File: config.mk
export PLATFORM = sky130hd
export DESIGN_NAME = hbp_port
export DESIGN_NICKNAME = d
export VERILOG_FILES = /design/src/rtl/hbp_pkg.sv /design/src/rtl/hbp_sync.sv /design/src/rtl/hbp_port.sv
export VERILOG_INCLUDE_DIRS = /design/src /design/src/rtl
export SDC_FILE = /design/constraint.sdc
export NUM_CORES = 1
export LEC_CHECK = 0
export ABC_CLOCK_PERIOD_IN_PS = 8300
export BUFFER_PORTS_ARGS = -buffer_cell sky130_fd_sc_hd__buf_2
export CAP_MARGIN = 20
export CORE_MARGIN = 4
export CORE_UTILIZATION = 53
export DETAILED_ROUTE_END_ITERATION = 12
export GPL_TIMING_DRIVEN = 1
export PLACE_DENSITY = 0.81
export SLEW_MARGIN = 20
export SYNTH_ARGS = -nofsm -noshare
export SYNTH_HDL_FRONTEND = slang
export SYNTH_HIERARCHICAL = 1
export SYNTH_SLANG_ARGS = --single-unit
File: constraint.sdc
create_clock -name sys_clk -period 8.3 [get_ports sys_clk]
set_clock_uncertainty 0.05 [all_clocks]
set_input_delay 2.49 -clock sys_clk [delete_from_list [all_inputs] [get_ports sys_clk]]
set_output_delay 2.49 -clock sys_clk [all_outputs]
set_load 0.005 [all_outputs]
File: src/rtl/hbp_defines.svh
// hbp_defines.svh: codes, lane masks and reset values of the host bus port
// assumes: included by the port module by bare name
`ifndef HBP_DEFINES_SVH
`define HBP_DEFINES_SVH

// size line codes {size_code_hi, size_code_lo}
`define HBP_SIZE_LONG   2'h0
`define HBP_SIZE_BYTE   2'h1
`define HBP_SIZE_WORD   2'h2
`define HBP_SIZE_FOURTH 2'h3

// register bit reset values
`define HBP_UPS_RST     1'h0
`define HBP_TT0_RST     1'h0

// synchroniser depth and strap settle count
`define HBP_SYNC_STAGES 2
`define HBP_MODE_SETTLE 2'h3

// lane masks
`define HBP_LANES_NONE  4'h0
`define HBP_LANES_ALL   4'hf
`define HBP_LANES_LO16  4'h3
`define HBP_LANES_HI16  4'hc

`endif

File: src/rtl/hbp_pkg.sv
// hbp_pkg: types of the multimode host bus port
// assumes: the defines header sits on the include path
package hbp_pkg;

    // four host bus modes, strapped
    typedef enum logic [1:0] {
        HBP_MODE1 = 2'h0,
        HBP_MODE2 = 2'h1,
        HBP_MODE3 = 2'h2,
        HBP_MODE4 = 2'h3
    } hbp_mode_type;

    // master cycle sequencer, gray along idle-addr-wait-end
    typedef enum logic [1:0] {
        HBP_ST_IDLE = 2'h0,
        HBP_ST_ADDR = 2'h1,
        HBP_ST_WAIT = 2'h3,
        HBP_ST_END  = 2'h2
    } hbp_state_type;

endpackage

File: src/rtl/hbp_sync.sv
// hbp_sync: two-flop synchroniser for a group of pin levels
// assumes: every bit is a slow level; pulses narrower than a clock are lost
`timescale 1ns/100ps
module hbp_sync #(
    parameter int WIDTH = 1
) (
    // clock and reset
    input  wire logic             sys_clk,
    input  wire logic             arst_n,
    input  wire logic             ce,
    // levels
    input  wire logic [WIDTH-1:0] async_in,
    input  wire logic [WIDTH-1:0] rst_val,
    output logic      [WIDTH-1:0] sync_out
);

    logic [WIDTH-1:0] meta_q;

    // =====================================================================
    // two stages; the first feeds only the second
    always_ff @(posedge sys_clk or negedge arst_n) begin
        if (!arst_n) begin
            meta_q   <= '1;
            sync_out <= '1;
        end else if (ce) begin
            meta_q   <= async_in;
            sync_out <= meta_q;
        end
    end

endmodule

File: src/rtl/hbp_port.sv
// hbp_port: host bus pin multiplexer and cycle sequencer, four bus modes
// assumes: core logic on sys_clk supplies master requests and slave answers;
// pins come from outside and are synchronised before use.
//
// Overview of operation
// - chip select: ack deasserted mode1, inhibit otherwise
// - active-low interrupt output in every mode
// - user status bit driven only while master
// - mode2 transfer type bit, reset zero, master only
// - size lines encode long, byte, word, fourth
// - two-byte slave cycles need alignment, little endian
// - mode3 high/low enables gate lanes 15-8, 7-0
// - mode4 four lane enables, driven and sampled
// - address bits 0,1 dedicated in mode1/2; mode3 bit0, mode4 both become enables
// - mode3/4 slave releases data on ready input
// - mode1 fault on illegal access; fault+halt retries
// - modes2-4 transfer fault, with acknowledge retries
// - transfer active driven by master, floated as slave
// - all sequencing on the host bus clock
`timescale 1ns/100ps
`include "hbp_defines.svh"
module hbp_port
    import hbp_pkg::*;
(
    // clock, reset, enable
    input  wire logic       sys_clk,
    input  wire logic       arst_n,
    input  wire logic       ce,
    // straps and arbitration state
    input  wire logic [1:0] mode_sel,
    input  wire logic       bus_master,
    input  wire logic       little_endian,
    // register bits from the core
    input  wire logic       cfg_wr,
    input  wire logic       cfg_ups,
    input  wire logic       cfg_tt0,
    input  wire logic       irq_req,
    input  wire logic       burst_ack_req,
    input  wire logic       burst_inhibit_req,
    // master request from the core
    input  wire logic       m_start,
    input  wire logic [1:0] m_size,
    input  wire logic [1:0] m_addr,
    input  wire logic [3:0] m_lanes,
    // master answer to the core
    output logic            m_busy,
    output logic            m_done,
    output logic            m_retry,
    output logic            m_fault,
    // slave request to the core and its answer
    output logic            s_req,
    output logic [3:0]      s_lanes,
    output logic            s_addr1,
    input  wire logic       s_done,
    input  wire logic       s_read,
    output logic            s_data_oe,
    // single-direction pins
    input  wire logic       cs_n,
    output logic            irq_n,
    output logic            burst_pin_n,
    // status pin: user_status_out or xfer_type_bit0_n
    output logic            stat_pin_o,
    output logic            stat_pin_oe,
    // lane pins 0..3: address, size or lane enables by mode
    input  wire logic [3:0] lane_pin_i,
    output logic [3:0]      lane_pin_o,
    output logic [3:0]      lane_pin_oe,
    // termination pin: sync_cycle_done_n, xfer_ack_n or ready_in_n
    input  wire logic       ack_pin_i,
    output logic            ack_pin_o,
    output logic            ack_pin_oe,
    // fault pin: fault_ack_n or xfer_fault_ack_n
    input  wire logic       flt_pin_i,
    output logic            flt_pin_o,
    output logic            flt_pin_oe,
    // activity pin: halt input or xfer_active_n
    input  wire logic       act_pin_i,
    output logic            act_pin_o,
    output logic            act_pin_oe
);

    // =====================================================================
    // lane mask of a size code at a byte address
    function automatic logic [3:0] size_lanes(input logic [1:0] sz, input logic [1:0] a);
        logic [3:0] m;
        m = `HBP_LANES_ALL;
        unique case (sz)
            `HBP_SIZE_BYTE: m = 4'h1 << a;
            `HBP_SIZE_WORD: m = a[1] ? `HBP_LANES_HI16 : `HBP_LANES_LO16;
            default:        m = `HBP_LANES_ALL;
        endcase
        return m;
    endfunction

    // pair of lanes forming a two-byte cycle
    function automatic logic is_pair(input logic [3:0] m);
        return (m == `HBP_LANES_LO16) || (m == `HBP_LANES_HI16);
    endfunction

    // =====================================================================
    // pin synchronisers
    logic [9:0] raw_w;
    logic [9:0] syn_w;

    assign raw_w = {mode_sel, act_pin_i, flt_pin_i, ack_pin_i, lane_pin_i, cs_n};

    hbp_sync #(.WIDTH(10)) u_sync (
        .sys_clk  (sys_clk),
        .arst_n   (arst_n),
        .ce       (ce),
        .async_in (raw_w),
        .rst_val  (10'h3ff),
        .sync_out (syn_w)
    );

    logic       cs_s;
    logic [3:0] lp_n;
    logic       ack_s;
    logic       flt_s;
    logic       halt_s;
    logic [1:0] mode_s;

    assign cs_s   = ~syn_w[0];
    assign lp_n   = syn_w[4:1];
    assign ack_s  = ~syn_w[5];
    assign flt_s  = ~syn_w[6];
    assign halt_s = ~syn_w[7];
    assign mode_s = syn_w[9:8];

    // =====================================================================
    // mode strap, reloaded on each of the three cycles before settled, the last load after the synchroniser has filled
    hbp_mode_type mode_q;
    logic [1:0]   settle_q;
    logic         settled;

    assign settled = (settle_q == `HBP_MODE_SETTLE);

    always_ff @(posedge sys_clk or negedge arst_n) begin
        if (!arst_n) begin
            settle_q <= 2'h0;
            mode_q   <= HBP_MODE1;
        end else if (ce && !settled) begin
            settle_q <= settle_q + 2'h1;
            mode_q   <= hbp_mode_type'(mode_s);
        end
    end

    logic m1;
    logic m2;
    logic m34;

    assign m1  = (mode_q == HBP_MODE1);
    assign m2  = (mode_q == HBP_MODE2);
    assign m34 = (mode_q == HBP_MODE3) || (mode_q == HBP_MODE4);

    // =====================================================================
    // register bits: user status and transfer type zero
    logic ups_q;
    logic tt0_q;

    always_ff @(posedge sys_clk or negedge arst_n) begin
        if (!arst_n) begin
            ups_q <= `HBP_UPS_RST;
            tt0_q <= `HBP_TT0_RST;
        end else if (ce && cfg_wr) begin
            ups_q <= cfg_ups;
            tt0_q <= cfg_tt0;
        end
    end

    // =====================================================================
    // slave access decode
    logic [1:0] sl_size;
    logic [1:0] sl_addr;
    logic [3:0] sl_lanes;
    logic       sl_illegal;

    assign sl_size = {lp_n[3], lp_n[2]};
    assign sl_addr = {lp_n[1], lp_n[0]};

    // mode3 keeps address bit 1; bit 0 is the low enable
    assign sl_lanes = m34 ? ((mode_q == HBP_MODE3) ? {2'h0, ~lp_n[2], ~lp_n[0]}
                                                   : {~lp_n[3], ~lp_n[2], ~lp_n[1], ~lp_n[0]})
                          : size_lanes(sl_size, sl_addr);

    // fourth size code is never a legal slave access; mode2 bursts are master only
    assign sl_illegal = (!m34 && sl_size == `HBP_SIZE_FOURTH) ||
                        (!m34 && sl_size == `HBP_SIZE_WORD &&
                         (sl_addr[0] || !little_endian)) ||
                        (m34 && is_pair(sl_lanes) && !little_endian) ||
                        (m34 && sl_lanes == `HBP_LANES_NONE) ||
                        (mode_q == HBP_MODE4 && !is_pair(sl_lanes) &&
                         sl_lanes != `HBP_LANES_ALL && $countones(sl_lanes) != 1);

    // =====================================================================
    // slave cycle
    logic cs_prev_q;
    logic cs_start;
    logic sl_fault_q;
    logic sl_ack_q;
    logic data_oe_q;
    logic s_req_q;

    assign cs_start = cs_s && !cs_prev_q && settled;

    always_ff @(posedge sys_clk or negedge arst_n) begin
        if (!arst_n) begin
            cs_prev_q  <= 1'b0;
            sl_fault_q <= 1'b0;
            s_req_q    <= 1'b0;
        end else if (ce) begin
            cs_prev_q  <= cs_s;
            s_req_q    <= cs_start && !sl_illegal;
            // fault stands until chip select goes away
            sl_fault_q <= cs_s && (sl_fault_q || (cs_start && sl_illegal));
        end
    end

    // slave termination: modes 1/2 answer on the shared pin for one cycle
    always_ff @(posedge sys_clk or negedge arst_n) begin
        if (!arst_n) begin
            sl_ack_q  <= 1'b0;
            data_oe_q <= 1'b0;
        end else if (ce) begin
            sl_ack_q <= s_done && !m34 && cs_s;
            if (s_done && s_read && cs_s) begin
                data_oe_q <= 1'b1;
            end else if (!cs_s || (m34 && ack_s)) begin
                data_oe_q <= 1'b0;
            end
        end
    end

    // =====================================================================
    // master cycle sequencer
    hbp_state_type st_q;
    hbp_state_type st_d;
    logic          ok_w;
    logic          retry_w;
    logic          err_w;

    // mode1 retries on fault with halt; others on fault with acknowledge
    assign retry_w = flt_s && (m1 ? halt_s : ack_s);
    assign err_w   = flt_s && !retry_w;
    assign ok_w    = ack_s && !flt_s;

    always_comb begin
        st_d = st_q;
        unique case (st_q)
            HBP_ST_IDLE: if (m_start && bus_master && settled) st_d = HBP_ST_ADDR;
            HBP_ST_ADDR: st_d = HBP_ST_WAIT;
            HBP_ST_WAIT: begin
                if (retry_w) begin
                    st_d = HBP_ST_ADDR;
                end else if (ok_w || err_w) begin
                    st_d = HBP_ST_END;
                end
            end
            HBP_ST_END:  st_d = HBP_ST_IDLE;
        endcase
    end

    logic       wait_q;
    logic [1:0] sz_q;
    logic [1:0] ad_q;
    logic [3:0] ln_q;

    assign wait_q = (st_q == HBP_ST_WAIT);

    // sys_clk is the host bus clock: every state below follows it
    always_ff @(posedge sys_clk or negedge arst_n) begin
        if (!arst_n) begin
            st_q <= HBP_ST_IDLE;
        end else if (ce) begin
            st_q <= st_d;
        end
    end

    always_ff @(posedge sys_clk or negedge arst_n) begin
        if (!arst_n) begin
            sz_q    <= `HBP_SIZE_LONG;
            ad_q    <= 2'h0;
            ln_q    <= `HBP_LANES_NONE;
            m_done  <= 1'b0;
            m_retry <= 1'b0;
            m_fault <= 1'b0;
            m_busy  <= 1'b0;
        end else if (ce) begin
            if (st_q == HBP_ST_IDLE && st_d == HBP_ST_ADDR) begin
                sz_q <= m_size;
                ad_q <= m_addr;
                ln_q <= m_lanes;
            end
            m_done  <= wait_q && ok_w;
            m_retry <= wait_q && retry_w;
            m_fault <= wait_q && err_w;
            m_busy  <= (st_d != HBP_ST_IDLE);
        end
    end

    // =====================================================================
    // pin values by mode
    logic [3:0] lane_w;
    logic       act_cyc;

    assign act_cyc = (st_d == HBP_ST_ADDR) || (st_d == HBP_ST_WAIT);

    always_comb begin
        unique case (mode_q)
            HBP_MODE3: lane_w = {1'b1, ~ln_q[1], ad_q[1], ~ln_q[0]};
            HBP_MODE4: lane_w = {~ln_q[3], ~ln_q[2], ~ln_q[1], ~ln_q[0]};
            default:   lane_w = {sz_q[1], sz_q[0], ad_q[1], ad_q[0]};
        endcase
    end

    // =====================================================================
    // registered pin drivers
    always_ff @(posedge sys_clk or negedge arst_n) begin
        if (!arst_n) begin
            irq_n       <= 1'b1;
            burst_pin_n <= 1'b1;
            stat_pin_o  <= 1'b1;
            stat_pin_oe <= 1'b0;
            lane_pin_o  <= 4'hf;
            lane_pin_oe <= 4'h0;
            act_pin_o   <= 1'b1;
            act_pin_oe  <= 1'b0;
        end else if (ce) begin
            irq_n <= ~irq_req;
            // mode1 line ack released on select, other modes burst inhibited
            if (m1) begin
                burst_pin_n <= cs_s ? 1'b1 : ~burst_ack_req;
            end else begin
                burst_pin_n <= cs_s ? 1'b0 : ~burst_inhibit_req;
            end
            stat_pin_o  <= m2 ? ~tt0_q : ups_q;
            stat_pin_oe <= bus_master;
            lane_pin_o  <= lane_w;
            // mode3 has no use for lane pin 3; keep it off
            lane_pin_oe <= {bus_master && (mode_q != HBP_MODE3), {3{bus_master}}};
            act_pin_o   <= ~act_cyc;
            act_pin_oe  <= bus_master && !m1;
        end
    end

    // slave-side answers on the shared pins
    always_ff @(posedge sys_clk or negedge arst_n) begin
        if (!arst_n) begin
            ack_pin_o  <= 1'b1;
            ack_pin_oe <= 1'b0;
            flt_pin_o  <= 1'b1;
            flt_pin_oe <= 1'b0;
            s_lanes    <= `HBP_LANES_NONE;
            s_addr1    <= 1'b0;
            s_req      <= 1'b0;
            s_data_oe  <= 1'b0;
        end else if (ce) begin
            ack_pin_o  <= ~sl_ack_q;
            ack_pin_oe <= sl_ack_q && !bus_master;
            flt_pin_o  <= ~sl_fault_q;
            flt_pin_oe <= sl_fault_q && !bus_master;
            s_req      <= s_req_q;
            if (cs_start) begin
                s_lanes <= sl_lanes;
                s_addr1 <= lp_n[1];
            end
            s_data_oe  <= data_oe_q;
        end
    end

endmodule

==> flow_summary.yaml, run 1 <==
cells_and_area:
  layout_common_cells: "60 x buf_2, 37 x dfrtp_1, 30 x dfstp_2, 23 x inv_1"
  fill_cells: 470
  num_antenna_cells: 0
  final_cells: 396
  finalInstanceArea_mm2: 0.00372
  fin_nets: 356
  syn2layout_area_growth_pct: 14.9
  final_layout_size_suffix_gt1_share_pct: 48.6
  final_common_cell: "buf_2"
global_routing:
  grt_overflow: 0
  grt_pass1_vias: 2083
  antenna_found_initial: 0
  grt_max_degree: 68
  grt_usage_pct: 17.2
  grt_pass1_wl_um: 10000
sta:
  min_period_ns: 4.06
  drv_slew: 0
  setup_violations: 0
  slew_headroom_pct: 46.5
  min_period_over_period_pct: 48.9
  setup_tns_ns: 0
  rsz0062_at_grt: "false"
  fmaxAchievable_mhz: 246
  hold_violations: 0
  tightest_slew_ns: 0.802
floorplan:
  die_w_um: 86.2
  ios: 61
  dieArea_mm2: 0.00743
  initial_core_util_pct: 54.8
  rows: 28
  die_h_um: 86.2
  core_area_mm2: 0.00592
routing:
  drt-pass1-iter-count: 4
  vias_per_cell: 5.22
  vias: 2069
  wl_um: 5910
  wire_per_inst_um: 14.9
  drt_iter0_drc: 144
  postRouteAntennaNets: 0
  drc: 0
setup_path:
  crit_required_ns: 8.46
  crit_chain: "buf_2, buf_4, nand2_1, nor3_2, mux2_2"
  crit_fanout: 66
  slowest_delay_ns: 0.63
  crit_arrival_ns: 4.22
  cp-end-kind: "register"
  crit_path_start_kind: "input pin"
  path_class: "in -> reg"
  slowest_stage: "buf_4"
power:
  power_density_mw_per_mm2: 301
  p_leak_nw: 1.75
  finalPower_w: 0.00112
  irDropWorstVdd_uv: 140
cts:
  clockRootBuffer: "clkbuf_8"
  cts_tree: "done"
  numCtsBuffers: 9
  clock_latency_ns: 0.33
  cts_resized: 0
  post_cts_buffers: 0
  htreeDepth: 3
  cts_hold_buf: 0
  cts.sinks: 67
  clockBufferDepth: 2
  clkTransAtPathRegs_ns: 0.07
logic_synthesis:
  synth_nets: 299
  netlist_instances: 259
  synth-warning-count: 6
  syn_area_mm2: 0.00324
  synth.avg_cell_area_um2: 12.5
job:
  maxCapViolCount: 0
placement:
  dpl.cell_count: 380
  portBuffers: 60
  dp_hpwl_um: 4090
  place.gp.congestion: 0.789
  place_area_mm2: 0.00353
worst_hold_path:
  hp-class: "reg -> reg"
status:
  outcome: "completed"
-- final cells by class --
cell class                      instances  area (um2)  share of cell area (%)
Sequential cell                        67        1710                    46.0
Clock buffer                           12         145                    3.90
Timing Repair Buffer                   62         315                    8.47
Inverter                               23        86.3                    2.32
Multi-Input combinational cell        153        1320                    35.4
Clock inverter                          4        50.0                    1.34
Tap cell                               75        93.8                    2.52
-- path summary, 6_finish.rpt --
path	slack, ns	to	startpoint	depth (start not counted)
setup / recovery	4.24	s_lanes[1]$_DFFE_PN0P_	ce	5
hold / removal	0.42	ack_pin_o$_DFFE_PN1P_	sl_ack_q$_DFFE_PN0P_	1
setup reg to reg	4.94	sl_fault_q$_DFFE_PN0P_	u_sync/sync_out[3]$_DFFE_PN1P_	14
hold reg to reg	0.42	ack_pin_o$_DFFE_PN1P_	sl_ack_q$_DFFE_PN0P_	1
max in group asynchronous	5.40	ln_q[0]$_DFFE_PN0P_	arst_n	2
min in group asynchronous	2.29	s_lanes[0]$_DFFE_PN0P_	arst_n	2
-- worst max-delay path, delay by kind of cell --
| family | cells | cell delay, ns |
|---|---|---|
| buffers and inverters | 2 | 0.70 |
| and+or+nand+nor | 2 | 0.60 |
| muxes | 1 | 0.40 |
-- power by group --
part / internal [W] / switching (W) / total, W
registers: 0.000442 / 0.0000781 / 0.000521
clock network: 0.000147 / 0.000115 / 0.000262
logic: 0.000178 / 0.000161 / 0.000339
total: 0.000768 / 0.000354 / 0.00112
-- state kept, by name (all words and copies together) (netlist names), 2 cells and up --
register	cells
ad_q	2
lane_pin_o	4
lane_pin_oe	2
ln_q	4
mode_q	2
s_lanes	4
settle_q	2
st_q	2
sz_q	2
u_sync/meta_q	10
u_sync/sync_out	10
-- routing by layer --
layer | vias up | global-route usage (%) | part of all wire, %
li1 | 1023 | - | -
met1 | 976 | 23.9 | 46
met2 | 66 | 26.1 | 47
met3 | 4 | 3.52 | 7.2
met4 | 0 | 7.93 | 0.63
met5 | - | 0 | 0
-- per-stage QoR --
stage	utilization, %	setup WS, ns	hold WS, ns
after detailed placement	59.6	3.92	0.395
after global routing	62.9	4.10	0.408
after CTS	62.9	4.26	0.405
final	62.9	4.24	0.419
after floorplan	-	4.73	0.360
after global placement	59.6	3.98	0.382
(Power assumes the default switching activity.)
==> run 2, diff against run 1 <==
--- a/config.mk
+++ b/config.mk
@@ -6,7 +6,7 @@
 export SDC_FILE = /design/constraint.sdc
 export NUM_CORES = 1
 export LEC_CHECK = 0
-export ABC_CLOCK_PERIOD_IN_PS = 8300
+export ABC_CLOCK_PERIOD_IN_PS = 3800
 export BUFFER_PORTS_ARGS = -buffer_cell sky130_fd_sc_hd__buf_2
 export CAP_MARGIN = 20
 export CORE_MARGIN = 4
==> constraint.sdc (replaced) <==
create_clock -name sys_clk -period 3.8 [get_ports sys_clk]
set_clock_uncertainty 0.05 [all_clocks]
set_input_delay 1.14 -clock sys_clk [delete_from_list [all_inputs] [get_ports sys_clk]]
set_output_delay 1.14 -clock sys_clk [all_outputs]
set_load 0.005 [all_outputs]
==> run 2 against run 1 <==
Compared with the run above:
- largest power group unchanged
- via count up 6.5%
- power up 120%
- non-clock buffer count is 2 higher
- setup slack worse by 3.9 ns
- flip-flop and latch count stayed put
- global-route usage up 0.71 points
- design area shrank 0.20%
- utilization down 0.13 points
- cell count grew 0.51%
==> flow_summary.yaml, run 2 (same netlist as run 1, synthesis figures left out) <==
setup_path:
  timing.rr.start: "u_sync/sync_out[3]$_DFFE_PN1P_"
  critical_path_depth: 14
  slowest_stage: "dfstp_2"
  crit_path_start: "u_sync/sync_out[3]$_DFFE_PN1P_"
  crit_path_start_kind: "register"
  crit_required_ns: 3.97
  crit_chain: "inv_1, ha_1, nor2b_1, o21ai_0, o21ai_0, a31o_2, fa_1, ha_1, ha_1, nor2_1, a21oi_1, o21ai_0, o211ai_2, a22o_1"
  cp_top_family: "compound AO/OA/AOI/OAI gates"
  path_class: "reg -> reg"
  r2r-end: "sl_fault_q$_DFFE_PN0P_"
  crit_arrival_ns: 3.60
  crit_fanout: 9
  critical_path_buf_inv_count: 1
  ff2ff_path_depth: 14
  r2r_slack_ns: 0.36
  cp-endpoint: "sl_fault_q$_DFFE_PN0P_"
  slowest_delay_ns: 0.61
  cp-end-kind: "register"
global_routing:
  grt_overflow: 0
  grt_pass1_wl_um: 10400
  antenna_found_initial: 0
  grt_max_degree: 35
  grt_pass1_vias: 2154
  grt_usage_pct: 17.9
power:
  irDropWorstVdd_uv: 257
  power_density_mw_per_mm2: 649
  p_leak_nw: 1.76
floorplan:
  ios: 61
  core_area_mm2: 0.00592
  die_h_um: 86.2
  initial_core_util_pct: 54.8
  die_w_um: 86.2
  rows: 28
  dieArea_mm2: 0.00743
cts:
  htreeDepth: 3
  numCtsBuffers: 9
  cts.sinks: 67
  cts_tree: "done"
  cts_resized: 0
  clock_latency_ns: 0.33
  clockRootBuffer: "clkbuf_8"
  cts_hold_buf: 0
  clkTransAtPathRegs_ns: 0.07
  clockBufferDepth: 2
  post_cts_buffers: 0
routing:
  wl_um: 6260
  vias: 2204
  vias_per_cell: 5.54
  drc: 0
  drt_iter0_drc: 105
  drt-pass1-iter-count: 4
  wire_per_inst_um: 15.7
  postRouteAntennaNets: 0
placement:
  place_area_mm2: 0.00354
  dp_hpwl_um: 4530
  post-place-ws_ns: 0.388
  place.gp.congestion: 0.812
  portBuffers: 60
sta:
  min_period_over_period_pct: 90.4
  setup_tns_ns: 0
  drv_slew: 0
  setup_violations: 0
  min_period_ns: 3.44
  hold_violations: 0
  tightest_slew_ns: 0.649
  rsz0062_at_grt: "false"
  fmaxAchievable_mhz: 291
  slew_headroom_pct: 56.7
  whs_ns: 0.411
  final.setup.worst_slack_ns: 0.364
cells_and_area:
  num_antenna_cells: 0
  final_layout_size_suffix_gt1_share_pct: 48.6
  finalInstanceArea_mm2: 0.00372
  fin_nets: 358
  layout_common_cells: "60 x buf_2, 37 x dfrtp_1, 30 x dfstp_2, 23 x inv_1"
  top_regs: "u_sync/meta_q x10, u_sync/sync_out x10"
  syn2layout_area_growth_pct: 14.6
  final_common_cell: "buf_2"
job:
  maxCapViolCount: 0
worst_hold_path:
  hold_start: "sl_ack_q$_DFFE_PN0P_"
  hp-class: "reg -> reg"
status:
  outcome: "completed"
[run 2: how the worst min path moves through the flow]
| stage | cells after the start | end |
|---|---|---|
| 2_1_floorplan | 1 | ack_pin_o$_DFFE_PN1P_ |
| 3_3_place_gp | 1 | ack_pin_o$_DFFE_PN1P_ |
| 3_5_place_dp | 1 | ack_pin_o$_DFFE_PN1P_ |
| 4_1_cts | 1 | ack_pin_o$_DFFE_PN1P_ |
| 5_1_grt | 2 | lane_pin_o[3]$_DFFE_PN1P_ |
| 6_report | 1 | ack_pin_o$_DFFE_PN1P_ |
[run 2: area by class of cell]
| cell class | instances | area (um2) |
|---|---|---|
| clock buffers | 14 | 163 |
| fillers | 510 | 2200 |
| well taps | 75 | 93.8 |
| inverters | 23 | 86.3 |
| multi-input cells | 153 | 1320 |
| flip-flops and latches | 67 | 1710 |
| clock inverters | 2 | 10.0 |
| repair buffers | 64 | 330 |
[run 2: metrics by stage]
stage | utilization (%) | total power (W) | instances
6_report | 62.8 | 0.00241 | 398
5_1_grt | 62.8 | 0.00260 | 398
4_1_cts | 62.8 | 0.00244 | 398
3_5_place_dp | 59.8 | 0.00192 | 382
3_3_place_gp | 59.8 | 0.00187 | 382
2_1_floorplan | - | 0.00167 | 259
[run 2: power breakdown]
part | internal (W) | switching, W
combinational | 0.000396 | 0.000388
clock | 0.000271 | 0.000241
sequential | 0.000967 | 0.000149
[run 2: routing by layer]
layer / wire length [um] / track usage (%) / vias up
li1: - / - / 1035
met1: 2860 / 25.0 / 1065
met2: 2840 / 27.0 / 88
met3: 428 / 3.52 / 16
met4: 131 / 8.78 / 0
met5: 0 / 0 / -
